==> src/common/cpr_pkg.sv <==
// Purpose: Shared constants and types for the coprocessor context-restore register port
// Assumes: Offsets are byte addresses within the register set, as printed
// Notes: Format word layout is [15:8] format code, [7:0] frame length in bytes
package cpr_pkg;
  // Register offsets
  localparam logic [4:0] CPR_OFS_RESP = 5'h00; // Service request word
  localparam logic [4:0] CPR_OFS_CTRL = 5'h02; // Abort and acknowledge control
  localparam logic [4:0] CPR_OFS_SAVE = 5'h04; // Context save format
  localparam logic [4:0] CPR_OFS_REST = 5'h06; // Context restore format
  localparam logic [4:0] CPR_OFS_CMD = 5'h0A; // Command word
  localparam logic [4:0] CPR_OFS_COND = 5'h0E; // Condition selector
  localparam logic [4:0] CPR_OFS_OPND = 5'h10; // Operand register
  // Control register fields
  localparam int CPR_CTRL_CANCEL = 0; // cancel_flag position
  localparam int CPR_CTRL_XACK = 1; // exception_ack_bit position
  localparam logic [15:0] CPR_MASK_ABORT = 16'h0001; // Abort mask
  localparam logic [15:0] CPR_MASK_XACK = 16'h0002; // Acknowledge mask
  // Format word fields
  localparam int CPR_FMT_CODE_LSB = 8;
  localparam int CPR_FMT_LEN_LSB = 0;
  localparam logic [7:0] CPR_CODE_INVALID = 8'h01; // Invalid-format code
  localparam logic [7:0] CPR_CODE_ACCEPT = 8'h40; // Format accepted by this design
  localparam logic [7:0] CPR_CTX_LEN = 8'h0A; // Frame length accepted by this design
  localparam logic [15:0] CPR_FMT_INVALID = 16'h0100; // Returned for a bad frame
  localparam logic [15:0] CPR_REST_RESET = 16'h0000; // Restore reg after reset
  localparam logic [7:0] CPR_LWORD_BYTES = 8'h04; // Bytes per operand transfer
  localparam logic [5:0] CPR_COND_RESET = 6'h00;
  // Result of format evaluation
  typedef enum logic [1:0] {CPR_FK_EMPTY, CPR_FK_VALID, CPR_FK_INVALID} cpr_fkind_t;
endpackage

==> src/common/cpr_if.sv <==
// Purpose: Register port joining the main processor end and the coprocessor end
// Assumes: Single clock; read data stand in the cycle after the read strobe only
// Notes: Strobes are one cycle long and never both high at once
`timescale 1ns/10ps
interface cpr_if (
  input wire logic clk
);
  logic [4:0] addr; // Byte offset in the register set
  logic [31:0] wdata; // Write data, 16-bit registers use the low half
  logic wr; // Write strobe
  logic rd; // Read strobe
  logic [31:0] rdata; // Read data, one cycle after rd
  modport dev (input addr, input wdata, input wr, input rd, output rdata);
  modport host (output addr, output wdata, output wr, output rd, input rdata);
endinterface

==> src/hw/cpr_dev.sv <==
// Purpose: Coprocessor end of the register port with the context-restore dialog
// Assumes: Core logic beside it supplies responses, save format and completion
// Notes: Reads return data one cycle after the strobe; unmapped reads return zero
// What this block does
// - Host skips empty frame, else sends byte count
// - Restore write stops work, evaluates format
// - Valid format echoed, then bytes accepted
// - Host reads restore register back after writing
// - Host moves frame bytes into operand register
// - Invalid format: invalid code returned, work stopped
// - Invalid code: host writes abort, format error
// - No supervisor: privilege fault, no access
// - Service requests in 16-bit register, offset zero
// - Control at offset two, two bits only
// - Take-exception acknowledged by writing bit one
// - Abort by writing control bit zero
// - Host aborts on format faults and on abort_go; privilege fault makes no access
// - Save register offset four; read starts save
// - Response through operand registers, offsets 08 and 0C not implemented
// - Abort mask is 0001 then format error
// - Restore register offset six, format both ways
// - Operand at sixteen, long words, MSB aligned
//
// Design decision made here: the plain strobed port.
`timescale 1ns/10ps
module cpr_dev
  import cpr_pkg::*;
(
  input wire logic clk,
  input wire logic srst,
  cpr_if.dev bus,
  input wire logic [15:0] resp_word,
  input wire logic [15:0] save_word,
  input wire logic core_done,
  output logic [15:0] cmd_word,
  output logic cmd_stb,
  output logic [5:0] cond_sel,
  output logic cond_stb,
  output logic [31:0] opnd_data,
  output logic opnd_stb,
  output logic abort_stb,
  output logic xack_stb,
  output logic save_stb,
  output logic restore_done,
  output logic busy
);
  typedef enum logic [1:0] {CPR_D_IDLE, CPR_D_RX, CPR_D_BUSY} cpr_dstate_t;

  // Registers and decodes
  cpr_dstate_t state_q; // Dialog state
  logic [15:0] rest_q; // Restore register contents
  logic [7:0] cnt_q; // Frame bytes still expected
  logic [31:0] rdata_q; // Read data register
  cpr_fkind_t kind; // Classification of the write data
  logic wr_rest, wr_ctrl, wr_cmd, wr_cond, wr_opnd; // Write decodes
  logic rd_save; // Save register read
  logic ctrl_abort; // Abort bit written
  logic last_word; // Final operand write of an accepted frame

  // Write decode; the restore dialog and abort both act on the strobe cycle
  assign wr_rest = bus.wr && bus.addr == CPR_OFS_REST;
  assign wr_ctrl = bus.wr && bus.addr == CPR_OFS_CTRL;
  assign wr_cmd = bus.wr && bus.addr == CPR_OFS_CMD;
  assign wr_cond = bus.wr && bus.addr == CPR_OFS_COND;
  assign wr_opnd = bus.wr && bus.addr == CPR_OFS_OPND;
  assign rd_save = bus.rd && bus.addr == CPR_OFS_SAVE;
  // Only bit 0 is looked at for abort; bit 1 is the acknowledge
  assign ctrl_abort = wr_ctrl && bus.wdata[CPR_CTRL_CANCEL];
  // Last operand write of a frame; a short tail still counts as one word
  assign last_word = state_q == CPR_D_RX && wr_opnd && cnt_q <= CPR_LWORD_BYTES;

  // Judges the write data every cycle; the verdict only matters on a restore write
  // Kept combinational so the decision lands on the same edge as the write
  cpr_fmt_chk cpr_fmt_chk_inst (
    .fmt(bus.wdata[15:0]),
    .kind(kind)
  );

  // Dialog state machine
  always_ff @(posedge clk) begin
    if (srst) begin
      state_q <= CPR_D_IDLE;
    end else if (wr_rest) begin
      // Any work in progress is dropped before the new frame is judged
      if (kind == CPR_FK_VALID) begin
        state_q <= CPR_D_RX;
      end else begin
        state_q <= CPR_D_IDLE;
      end
    end else if (ctrl_abort) begin
      state_q <= CPR_D_IDLE;
    end else begin
      unique case (state_q)
        CPR_D_IDLE: begin
          if (wr_cmd || wr_cond) begin
            state_q <= CPR_D_BUSY;
          end
        end
        CPR_D_RX: begin
          // Last transfer may carry fewer than four bytes
          if (last_word) begin
            state_q <= CPR_D_IDLE;
          end
        end
        CPR_D_BUSY: begin
          if (core_done) begin
            state_q <= CPR_D_IDLE;
          end
        end
        // Unused code; recover to idle rather than hang
        default: begin
          state_q <= CPR_D_IDLE;
        end
      endcase
    end
  end

  // Restore register: echo of a valid or empty frame, or the invalid code
  always_ff @(posedge clk) begin
    if (srst) begin
      rest_q <= CPR_REST_RESET;
    end else if (wr_rest) begin
      if (kind == CPR_FK_INVALID) begin
        rest_q <= CPR_FMT_INVALID;
      end else begin
        rest_q <= bus.wdata[15:0];
      end
    end
  end

  // Bytes still expected for the frame being restored
  // Saturates at zero, so a short tail never wraps the count
  always_ff @(posedge clk) begin
    if (srst) begin
      cnt_q <= 8'h00;
    end else if (wr_rest) begin
      cnt_q <= (kind == CPR_FK_VALID) ? bus.wdata[CPR_FMT_LEN_LSB +: 8] : 8'h00;
    end else if (state_q == CPR_D_RX && wr_opnd) begin
      cnt_q <= (cnt_q > CPR_LWORD_BYTES) ? cnt_q - CPR_LWORD_BYTES : 8'h00;
    end
  end

  // Read data, valid only in the cycle after the strobe
  // Zero outside the answer cycle keeps stale data off the port
  always_ff @(posedge clk) begin
    if (srst) begin
      rdata_q <= 32'h0000_0000;
    end else if (bus.rd) begin
      unique case (bus.addr)
        CPR_OFS_RESP: rdata_q <= {16'h0000, resp_word};
        CPR_OFS_SAVE: rdata_q <= {16'h0000, save_word};
        CPR_OFS_REST: rdata_q <= {16'h0000, rest_q};
        // Control is write-only; reserved bits and the rest read zero
        default: rdata_q <= 32'h0000_0000;
      endcase
    end else begin
      rdata_q <= 32'h0000_0000;
    end
  end
  assign bus.rdata = rdata_q;

  // Captured words passed to the core
  // Held until overwritten; the core picks them up after the strobe
  always_ff @(posedge clk) begin
    if (srst) begin
      cmd_word <= 16'h0000;
      cond_sel <= CPR_COND_RESET;
      opnd_data <= 32'h0000_0000;
    end else begin
      if (wr_cmd) begin
        cmd_word <= bus.wdata[15:0];
      end
      if (wr_cond) begin
        cond_sel <= bus.wdata[5:0];
      end
      if (wr_opnd) begin
        opnd_data <= bus.wdata;
      end
    end
  end

  // One-cycle strobes to the core, a cycle after the bus access
  always_ff @(posedge clk) begin
    if (srst) begin
      cmd_stb <= 1'b0;
      cond_stb <= 1'b0;
      opnd_stb <= 1'b0;
      abort_stb <= 1'b0;
      xack_stb <= 1'b0;
      save_stb <= 1'b0;
      restore_done <= 1'b0;
    end else begin
      cmd_stb <= wr_cmd;
      cond_stb <= wr_cond;
      opnd_stb <= wr_opnd;
      // A restore write also terminates whatever the core is doing
      abort_stb <= ctrl_abort || wr_rest;
      xack_stb <= wr_ctrl && bus.wdata[CPR_CTRL_XACK];
      save_stb <= rd_save;
      // A cancel in the same cycle wins over completion
      restore_done <= last_word && !wr_rest && !ctrl_abort;
    end
  end

  // Busy spans frame reception and core work; abort or a restore of a non-valid frame clears it
  assign busy = state_q != CPR_D_IDLE;
endmodule

==> src/hw/cpr_fmt_chk.sv <==
// Purpose: Classifies a written restore format word
// Assumes: Purely combinational, used by the coprocessor end
// Notes: Only one code and one length are accepted as a valid context
`timescale 1ns/10ps
module cpr_fmt_chk
  import cpr_pkg::*;
(
  input wire logic [15:0] fmt,
  output cpr_fkind_t kind
);
  logic [7:0] code; // Format code field
  logic [7:0] len; // Length field
  assign code = fmt[CPR_FMT_CODE_LSB +: 8];
  assign len = fmt[CPR_FMT_LEN_LSB +: 8];

  // Empty or reset frame carries no bytes; any other unknown code or length is rejected
  always_comb begin
    if (len == 8'h00 && code != CPR_CODE_INVALID) begin
      kind = CPR_FK_EMPTY;
    end else if (code == CPR_CODE_ACCEPT && len == CPR_CTX_LEN) begin
      kind = CPR_FK_VALID;
    end else begin
      kind = CPR_FK_INVALID;
    end
  end
endmodule

==> src/flat_wrapper.sv <==
// flat-port wrapper written by rule: the top's interface ports become plain ports
module cpr_dev_flat import cpr_pkg::*;
  (clk, srst, resp_word, save_word, core_done, cmd_word, cmd_stb, cond_sel, cond_stb, opnd_data, opnd_stb, abort_stb, xack_stb, save_stb, restore_done, busy, bus_addr, bus_wdata, bus_wr, bus_rd, bus_rdata);
  cpr_if bus_i (.clk(clk));
  input wire logic clk;
  input wire logic srst;
  input wire logic [15:0] resp_word;
  input wire logic [15:0] save_word;
  input wire logic core_done;
  output logic [15:0] cmd_word;
  output logic cmd_stb;
  output logic [5:0] cond_sel;
  output logic cond_stb;
  output logic [31:0] opnd_data;
  output logic opnd_stb;
  output logic abort_stb;
  output logic xack_stb;
  output logic save_stb;
  output logic restore_done;
  output logic busy;
  input wire logic [$bits(bus_i.addr)-1:0] bus_addr;
  input wire logic [$bits(bus_i.wdata)-1:0] bus_wdata;
  input wire logic [$bits(bus_i.wr)-1:0] bus_wr;
  input wire logic [$bits(bus_i.rd)-1:0] bus_rd;
  output wire logic [$bits(bus_i.rdata)-1:0] bus_rdata;
  assign bus_i.addr = bus_addr;
  assign bus_i.wdata = bus_wdata;
  assign bus_i.wr = bus_wr;
  assign bus_i.rd = bus_rd;
  assign bus_rdata = bus_i.rdata;
  cpr_dev u_core (.clk(clk), .srst(srst), .bus(bus_i), .resp_word(resp_word), .save_word(save_word), .core_done(core_done), .cmd_word(cmd_word), .cmd_stb(cmd_stb), .cond_sel(cond_sel), .cond_stb(cond_stb), .opnd_data(opnd_data), .opnd_stb(opnd_stb), .abort_stb(abort_stb), .xack_stb(xack_stb), .save_stb(save_stb), .restore_done(restore_done), .busy(busy));
endmodule
==> config.mk <==
export PLATFORM = sky130hd
export DESIGN_NAME = cpr_dev_flat
export DESIGN_NICKNAME = d
export VERILOG_FILES = /design/src/common/cpr_pkg.sv /design/src/common/cpr_if.sv /design/src/hw/cpr_dev.sv /design/src/hw/cpr_fmt_chk.sv /design/src/flat_wrapper.sv
export SDC_FILE = /design/constraint.sdc
export NUM_CORES = 1
export LEC_CHECK = 0
export BUFFER_PORTS_ARGS = -buffer_cell sky130_fd_sc_hd__buf_2
export CORE_MARGIN = 2
export CORE_UTILIZATION = 43
export DETAILED_ROUTE_END_ITERATION = 10
export GPL_ROUTABILITY_DRIVEN = 0
export PLACE_DENSITY = 0.75
export SLEW_MARGIN = 40
export SYNTH_ARGS = -nofsm -noshare
export SYNTH_HDL_FRONTEND = slang
export SYNTH_HIERARCHICAL = 1
export SYNTH_SLANG_ARGS = --single-unit
==> constraint.sdc <==
create_clock -name clk -period 1.5 [get_ports clk]
set_input_delay 0.075 -clock clk [delete_from_list [all_inputs] [get_ports clk]]
set_output_delay 0.075 -clock clk [all_outputs]
set_load 0.005 [all_outputs]
Yosys cells after proc, flatten, opt, wreduce, memory -nomap -nowiden
Cells that the tools add are included.
Widths: inputs -> output; s select.
{"block": "word_totals", "out_inout_bits": 94, "regBits": 119}
{"block": "classes", "add_sub_neg": 1, "n_reduce_logical": 25, "n_eq_ne": 16, "bitwise_logic": 1, "mux": 15, "order_cmp": 2}
{"op": "$pmux 16 s3", "count": 1}
{"op": "$mux 8", "count": 4}
{"op": "$mux 16", "count": 1}
{"op": "$logic_and 1x1->1", "count": 14}
{"op": "$mux 2", "count": 7}
{"op": "$eq 5x3->1 const B", "count": 2}
{"op": "$eq 5x4->1 const B", "count": 2}
{"op": "$eq 8x4->1 const B", "count": 1}
{"op": "$eq 8x7->1 const B", "count": 1}
{"op": "$gt 8x3->1 const B", "count": 1}
{"op": "$le 8x3->1 const B", "count": 1}
{"op": "$logic_not 8->1", "count": 1}
{"op": "$ne 4x1->1 const B", "count": 2}
{"op": "$ne 8x1->1 const B", "count": 1}
{"op": "$sub 8x3->8 const B", "count": 1}
{"op": "$pmux 2 s3", "count": 1}
{"op": "$eq 5x2->1 const B", "count": 1}
{"op": "$eq 5x5->1 const B", "count": 1}
{"op": "$logic_not 5->1", "count": 1}
{"op": "$eq 2x1->1 const B", "count": 2}
{"op": "$eq 2x2->1 const B", "count": 2}
{"op": "$ne 4x2->1 const B", "count": 1}
{"op": "$reduce_bool 2->1", "count": 2}
{"op": "$reduce_and 3->1", "count": 1}
{"op": "other kinds (6)", "count": 8}

Depth between registers and ports, before layout
Gate-level depths: netlist of run 1.
{"block": "depth", "depth_word": 8, "mapped_depth": 7, "depth_no_buf": 6}

Cells and area by module
The synthesis of run 1 kept the hierarchy.
{"module": "cpr_dev", "instances": 1, "area_each_um2": 4032.6, "cells_each": 423}
{"module": "cpr_fmt_chk", "instances": 1, "area_each_um2": 86.3, "cells_each": 12}

Worst setup path before layout of run 1
No wires, ideal clock.
{"block": "synth_timing", "path_kind": "register -> register", "start": "reg u_core.state_q[1]", "end": "reg u_core.cnt_q[6]", "t_arrival_ps": 1324, "synth_period_minus_slack_ps": 1441, "path_stages_with_launch": 5, "setup_time_ps": 117, "required_ps": 1383, "setup_slack_ps": 59, "path_cell_list": "dfxtp_1 -> nor4b_2 -> nand4_1 -> mux2_2 -> a22o_1"}
{"block": "synth_via", "elab_chain_len": 3}
{"item": "start, declared", "line": "cpr_dev.sv:50", "text": "cpr_dstate_t state_q;"}
{"item": "start signal, assigned", "line": "cpr_dev.sv:82", "text": "state_q <= CPR_D_IDLE;"}
{"item": "start signal, assigned", "line": "cpr_dev.sv:86", "text": "state_q <= CPR_D_RX;"}
{"item": "start signal, assigned", "line": "cpr_dev.sv:88", "text": "state_q <= CPR_D_IDLE;"}
{"item": "$eq 2x1->1", "line": "cpr_dev.sv:138", "text": "end else if (state_q == CPR_D_RX && wr_opnd) begin"}
{"item": "$logic_and 1x1->1", "line": "cpr_dev.sv:138"}
{"item": "$reduce_bool 2->1 (no source line)"}
{"item": "end signal, assigned", "line": "cpr_dev.sv:137", "text": "cnt_q <= (kind == CPR_FK_VALID) ? bus.wdata[CPR_FMT_LEN_LSB +: 8] : 8'h00;"}
{"item": "end signal, assigned", "line": "cpr_dev.sv:139", "text": "cnt_q <= (cnt_q > CPR_LWORD_BYTES) ? cnt_q - CPR_LWORD_BYTES : 8'h00;"}
{"item": "end, declared", "line": "cpr_dev.sv:52", "text": "logic [7:0] cnt_q;"}
No other way between the ends.
A chain may end at the register's enable or synchronous reset.

Worst setup path after layout of run 1
{"block": "layout_timing", "start": "reg u_core.state_q[0]", "end": "reg u_core.cnt_q[3]"}
Same word-level chain as after synthesis.

==> impl_results.md, run 1 <==
- Pin count of the biggest net entering global routing: 36
- Worst-Skew Late Latency: 0.36 ns
- Final worst path period need: 1.51 ns
- Number of synthesized flops with an enable pin: 0
- Post-synth top flop: sky130_fd_sc_hd__dfxtp_1
- Portion of the post-synthesis area used by sequential elements: 0.501
- Layout net count: 738
- Max Cap Violations: 0
- Maximum net fanout on the critical path: 6
- Clock input transition at the sequential cells of the worst setup and hold paths: 0.10 ns
- Placed insts: 728
- Slew headroom: 0.607
- Count of pins over their slew limit: 0
- Data arrival time of the critical path: 1.77 ns
- Total track usage: 0.232
- First-pass GRT wire length: 19.0 mm
- Biggest area consumer among synthesized cells: sky130_fd_sc_hd__dfxtp_1
- DRC violation total after the first TritonRoute iteration: 301
- Req. time, crit path: 1.77 ns
- Area of the mapped netlist: 4120 um2
- Number of antenna violations at the first check in global routing: 0
- Total die area: 10,400 um2
- Cts bufs inserted: 9
- Number of non-filler instances in the completed layout: 796
- Average instance area after synthesis: 9.47 um2
- Area fraction of the dominant cell type after synthesis: 0.501
- Leading post-synthesis cells by cell area: sky130_fd_sc_hd__dfxtp_1, sky130_fd_sc_hd__nand2_1, sky130_fd_sc_hd__mux2i_1
- Die width: 102 um
- Synth cell types: 52
- Transition time at the pin with the least slew margin: 0.590 ns
- Final Routed Wirelength: 12.8 mm
- Clock root cell: sky130_fd_sc_hd__clkbuf_8
- Synthesis warning total: 6
- Number of global-route vias before repair: 3,887
- Setup slack at placement: -0.437 ns
- Number of hold violations in the final report: 0
- Hold Path Class: in -> reg
- Max IR drop VDD: 0.000614 V
- Setup repair after global routing missed its margin: yes
- Number of fill cells: 766
- Upper clock frequency limit: 664 MHz
- WL/cell: 16.0 um
- Violations in the final reports: setup timing
- Quantity of I/O buffers inserted on ports: 151
- Total power density per cell area: 850 nW/um2
- Most frequent cells in the layout: sky130_fd_sc_hd__buf_2, sky130_fd_sc_hd__dfxtp_1, sky130_fd_sc_hd__nand2_1
- CTS H-Tree Depth: 3
- Most common cell after layout, fill and taps aside: sky130_fd_sc_hd__buf_2
- Final worst-path setup slack: -0.00564 ns
- Number of nets with antenna violations after detailed routing: 0
- Die extent in y: 102 um
- CP startpoint kind: flop
- Synth Instances: 435
- Vias: 4,080
- Fin area: 5930 um2
- Post-synthesis sequential element count: 103
- Clock tree sinks: 103
- Maximum buffer depth of the clock tree: 2
- Async SR Flop Fraction: 0
- DP Wirelength: 8.33 mm
- Core Area: 9280 um2
- Final setup violating endpoints: 1
- Number of antenna cells inserted: 0
- Placement Cell Area: 5180 um2
- Starting density of the core: 0.444
- Leakage power of the design: 0.00265 uW
- Floorplan row count: 35
- Layout cells sized above 1: 0.348
- Nature of the critical path endpoint: flop
- First-pass DRT Iterations: 7
- DRC violation count after routing: 0
- Area growth from synthesis to layout: 44.0%
- I/O pin count: 168
- Portion of the clock cycle consumed by the worst path in the final layout: 1.00
- CTS tree: yes
- Final setup skew: 0.00775 ns
- Run status: finished with violations
- Sum of overflow across all layers after global routing: 0
- Crit Path Class: reg -> reg
- Mean number of vias per cell: 5.13
## area by class of cell
class	instances	area, um2	area share
clock buffers	9	124	0.0209
clock inverters	7	78.8	0.0133
inverters	3	11.3	0.00190
multi-input cells	299	1860	0.314
flip-flops and latches	103	2060	0.348
well taps	129	161	0.0272
repair buffers	246	1630	0.275
## cell usage after synthesis, types with 2 or more instances
cell type,instances
sky130_fd_sc_hd__dfxtp_1,103
sky130_fd_sc_hd__inv_1,3
sky130_fd_sc_hd__buf_2,8
sky130_fd_sc_hd__nor4_1,5
sky130_fd_sc_hd__nor2_1,46
sky130_fd_sc_hd__and4bb_1,2
sky130_fd_sc_hd__a31o_2,2
sky130_fd_sc_hd__nor3_1,10
sky130_fd_sc_hd__nor2b_1,5
sky130_fd_sc_hd__mux2i_1,23
sky130_fd_sc_hd__a21oi_1,34
sky130_fd_sc_hd__nand3b_1,4
sky130_fd_sc_hd__clkbuf_1,15
sky130_fd_sc_hd__nand4b_1,3
sky130_fd_sc_hd__buf_4,17
sky130_fd_sc_hd__nand3_1,8
sky130_fd_sc_hd__mux2_2,3
sky130_fd_sc_hd__o21ai_0,3
sky130_fd_sc_hd__and3_1,3
sky130_fd_sc_hd__buf_6,4
sky130_fd_sc_hd__a31oi_1,3
sky130_fd_sc_hd__ha_1,2
sky130_fd_sc_hd__a222oi_1,16
sky130_fd_sc_hd__a22o_1,18
sky130_fd_sc_hd__nand2_1,68
## worst max-delay path, stage by stage, from the launching register on
cell and delay [ns]:
sky130_fd_sc_hd__dfxtp_1 0.38, sky130_fd_sc_hd__nor4b_4 0.24, sky130_fd_sc_hd__buf_4 0.19, sky130_fd_sc_hd__nand2_1 0.16, sky130_fd_sc_hd__a31o_1 0.26, sky130_fd_sc_hd__a31oi_1 0.18
## power breakdown
group          switching, uW  internal (uW)  total (uW)
registers               7.51           2750        2750
clock network           1000            793        1790
logic                    236            260         496
total                   1240           3800        5040
## path summary, 6_finish.rpt
kind                              from                    to  slack, ns  cells after the start
hold reg to reg   u_core/opnd_data[11]  u_core/opnd_data[11]       0.46                      2
setup reg to reg     u_core/state_q[0]       u_core/cnt_q[3]     -0.006                      5
setup / recovery     u_core/state_q[0]       u_core/cnt_q[3]     -0.006                      5
hold / removal           bus_wdata[11]     u_core/rest_q[11]       0.02                      2
## through the flow
stage	total power, uW	hold WS (ns)	utilization	setup TNS (ns)
finish	5040	0.0174	0.639	-0.00564
floorplan	2980	0.208	-	0
CTS	5070	0.00430	0.635	-0.0255
global route	5220	0.00872	0.639	-0.276
detailed placement	3190	0.320	0.558	-7.91
global placement	3190	0.313	0.558	-6.17
## flip-flops by register name (all words and copies together) (netlist names), 2 cells and up
name / cells
u_core/bus.rdata: 16
u_core/rest_q: 16
u_core/opnd_data: 32
u_core/cnt_q: 8
u_core/cmd_word: 16
u_core/state_q: 2
u_core/cond_sel: 6
## what timing repair did
action,CTS,global route
setup buffers,1,1
pin swaps,0,4
cloned,0,0
setup endpoints to repair,21,10
endpoints found under the hold margin,35,0
hold buffers,50,0
resized for setup,2,7
## kinds of logic after synthesis
group           share of synthesized area
compound gates                      0.150
fa+ha+maj                         0.00607
buf+inv                            0.0690
flops                               0.501
mux                                0.0641
other cells                      0.000910
simple gates                        0.210
## metal layers
layer / GRT usage / up-vias / routed length (um)
li1: - / 1972 / -
met1: 0.284 / 1900 / 5370
met3: 0.0575 / 10 / 1030
met5: 0 / - / 0
met4: 0.0482 / 0 / 86
met2: 0.415 / 198 / 6280
Power figures use the tool's default switching activity.
==> run 2, diff against run 1 <==
--- a/config.mk
+++ b/config.mk
@@ -6,6 +6,7 @@
 export NUM_CORES = 1
 export LEC_CHECK = 0
 export BUFFER_PORTS_ARGS = -buffer_cell sky130_fd_sc_hd__buf_2
+export CORE_ASPECT_RATIO = 1.25
 export CORE_MARGIN = 2
 export CORE_UTILIZATION = 43
 export DETAILED_ROUTE_END_ITERATION = 10
==> run 2 against run 1 <==
The flow now finishes without violations. Total power rose by 14%. Global-route usage rose by 0.84 points. Flip-flop and latch count did not move. Combinational power fell by 3%. Routed wire length up 1.5%. Non-clock buffer count decreased by 10. Clock power up 39%. Highest routed layer unchanged.
==> impl_results.md, run 2 (synthesized netlist as in run 1, its figures left out) <==
- Final standard cell utilization of the core: 0.646 (+0.00737)
- Number of hold violations in the final report: 0 (unchanged)
- Placement Cell Area: 5140 um2 (-0.72%)
- CP startpoint kind: flop
- Power consumption: 5720 uW (+14%)
- Number of fill cells: 735 (-4.0%)
- Final Routed Wirelength: 13.0 mm (+1.5%)
- Vias: 4,137 (+1.4%)
- First-pass DRT Iterations: 6 (-1)
- Final worst path period need: 1.43 ns (-0.0778 ns)
- Crit Path Class: reg -> reg
- Layout net count: 728 (-1.4%)
- Number of flip-flops in the largest register: 32 (unchanged)
- Clock tree sinks: 103 (unchanged)
- Number of antenna violations at the first check in global routing: 0 (unchanged)
- CTS H-Tree Depth: 3 (unchanged)
- Max Cap Violations: 0 (unchanged)
- Die width: 91.5 um (-10%)
- Sum of overflow across all layers after global routing: 0 (unchanged)
- Total Negative Setup Slacks: 0 ns (+0.00564 ns)
- Data arrival time of the critical path: 1.66 ns (-0.11 ns)
- Most frequent cells in the layout: sky130_fd_sc_hd__buf_2, sky130_fd_sc_hd__dfxtp_1, sky130_fd_sc_hd__nand2_1
- Largest Register: u_core/opnd_data
- Total track usage: 0.241 (+0.00838)
- Pin count of the biggest net entering global routing: 38 (+5.6%)
- Core Area: 9220 um2 (-0.66%)
- DP Wirelength: 8.58 mm (+3.0%)
- DRC violation count after routing: 0 (unchanged)
- Transition time at the pin with the least slew margin: 0.662 ns (+0.0718 ns)
- Fin area: 5960 um2 (+0.49%)
- Number of non-filler instances in the completed layout: 780 (-2.0%)
- Portion of the clock cycle consumed by the worst path in the final layout: 0.952 (-0.0519)
- Nature of the critical path endpoint: flop
- Slew headroom: 0.559 (-0.0479)
- Total power density per cell area: 961 nW/um2 (+13%)
- Final setup violating endpoints: 0 (-1)
- Placed insts: 718 (-1.4%)
- Quantity of I/O buffers inserted on ports: 151 (unchanged)
- Clock root cell: sky130_fd_sc_hd__clkbuf_16
- DRC violation total after the first TritonRoute iteration: 407 (+35%)
- Most common cell after layout, fill and taps aside: sky130_fd_sc_hd__buf_2
- I/O pin count: 168 (unchanged)
- Run status: finished clean
- Number of antenna cells inserted: 0 (unchanged)
- Count of pins over their slew limit: 0 (unchanged)
- Number of global-route vias before repair: 4,129 (+6.2%)
- Clock input transition at the sequential cells of the worst setup and hold paths: 0.07 ns (-0.03 ns)
- Max IR drop VDD: 0.000644 V (+4.9%)
- Mean number of vias per cell: 5.30 (+3.5%)
- Maximum buffer depth of the clock tree: 2 (unchanged)
- Total die area: 10,400 um2 (about the same)
- Number of nets with antenna violations after detailed routing: 0 (unchanged)
- Area growth from synthesis to layout: 44.7%
- Cts bufs inserted: 9 (unchanged)
- Die extent in y: 113 um (+11%)
- Maximum net fanout on the critical path: 4 (-2)
- CTS tree: yes
- Hold Path Class: in -> reg
- WL/cell: 16.6 um (+3.6%)
- Final setup skew: 0.00495 ns (-0.00280 ns)
- Req. time, crit path: 1.73 ns (-0.04 ns)
- Worst-Skew Late Latency: 0.34 ns (-0.02 ns)
- Floorplan row count: 39 (+11%)
- First-pass GRT wire length: 20.0 mm (+5.2%)
- Upper clock frequency limit: 700 MHz (+5.4%)
- Starting density of the core: 0.447 (+0.00295)
- Layout cells sized above 1: 0.352 (+0.00377)
- Setup repair after global routing missed its margin: yes
- Leakage power of the design: 0.00266 uW (+0.39%)
## run 2: changes by cell type in the layout (fill, tap and decap cells not counted), moves of 2 or more
cell	delta
sky130_fd_sc_hd__dfxtp_2	+2
sky130_fd_sc_hd__clkbuf_8	-9
sky130_fd_sc_hd__buf_4	-4
sky130_fd_sc_hd__dfxtp_1	-2
sky130_fd_sc_hd__clkbuf_16	+9
sky130_fd_sc_hd__dlygate4sd3_1	-6
## run 2: final timing paths
kind / end / start / slack, ns / cells after the start
hold reg to reg: u_core/state_q[1] / u_core/state_q[0] / 0.43 / 1
hold / removal: u_core/bus.rdata[3] / save_word[3] / 0.0002 / 3
setup / recovery: u_core/cnt_q[4] / u_core/cnt_q[2] / 0.07 / 5
setup reg to reg: u_core/cnt_q[4] / u_core/cnt_q[2] / 0.07 / 5
## run 2: metrics by stage
stage	setup WS, ns	hold WS [ns]
after global placement	-0.375	0.312
after global routing	-0.00377	0.00509
after detailed placement	-0.440	0.319
final	0.0721	0.000189
after floorplan	0.0590	0.208
after CTS	0.0372	0.0000305
## run 2: power by group
group          switching, uW  leakage (uW)  internal [uW]
clock network           1020      0.000149           1470
logic                    235       0.00168            245
registers               7.76      0.000832           2750
## run 2: final cells by class
cell class	instances	area, um2	share of cell area
Inverter	3	11.3	0.00189
Multi-Input combinational cell	299	1860	0.313
Timing Repair Buffer	236	1540	0.259
Sequential cell	103	2070	0.347
Clock buffer	10	229	0.0384
Clock inverter	6	92.6	0.0155
Tap cell	123	154	0.0258
## run 2: worst max-delay path: stages (launching register included)
cell and delay, ns:
sky130_fd_sc_hd__dfxtp_2 0.36, sky130_fd_sc_hd__inv_1 0.07, sky130_fd_sc_hd__ha_1 0.26, sky130_fd_sc_hd__nand3_1 0.10, sky130_fd_sc_hd__mux2_2 0.33, sky130_fd_sc_hd__a22o_1 0.20
## run 2: repair_timing
item / CTS / global route
buffers inserted: 0 / 2
pin swaps: 0 / 2
hold endpoints to repair: 33 / 0
setup endpoints to repair: 21 / 22
hold buffers: 44 / 0
gates resized for setup: 3 / 10
## run 2: layer usage
metal | routed length, um | track usage | share of wire | vias to the layer above
met5 | 0 | 0 | 0 | -
met4 | 304 | 0.100 | 0.023 | 0
met3 | 885 | 0.0568 | 0.068 | 35
met2 | 6730 | 0.428 | 0.52 | 198
met1 | 5030 | 0.276 | 0.39 | 1954
li1 | - | - | - | 1950
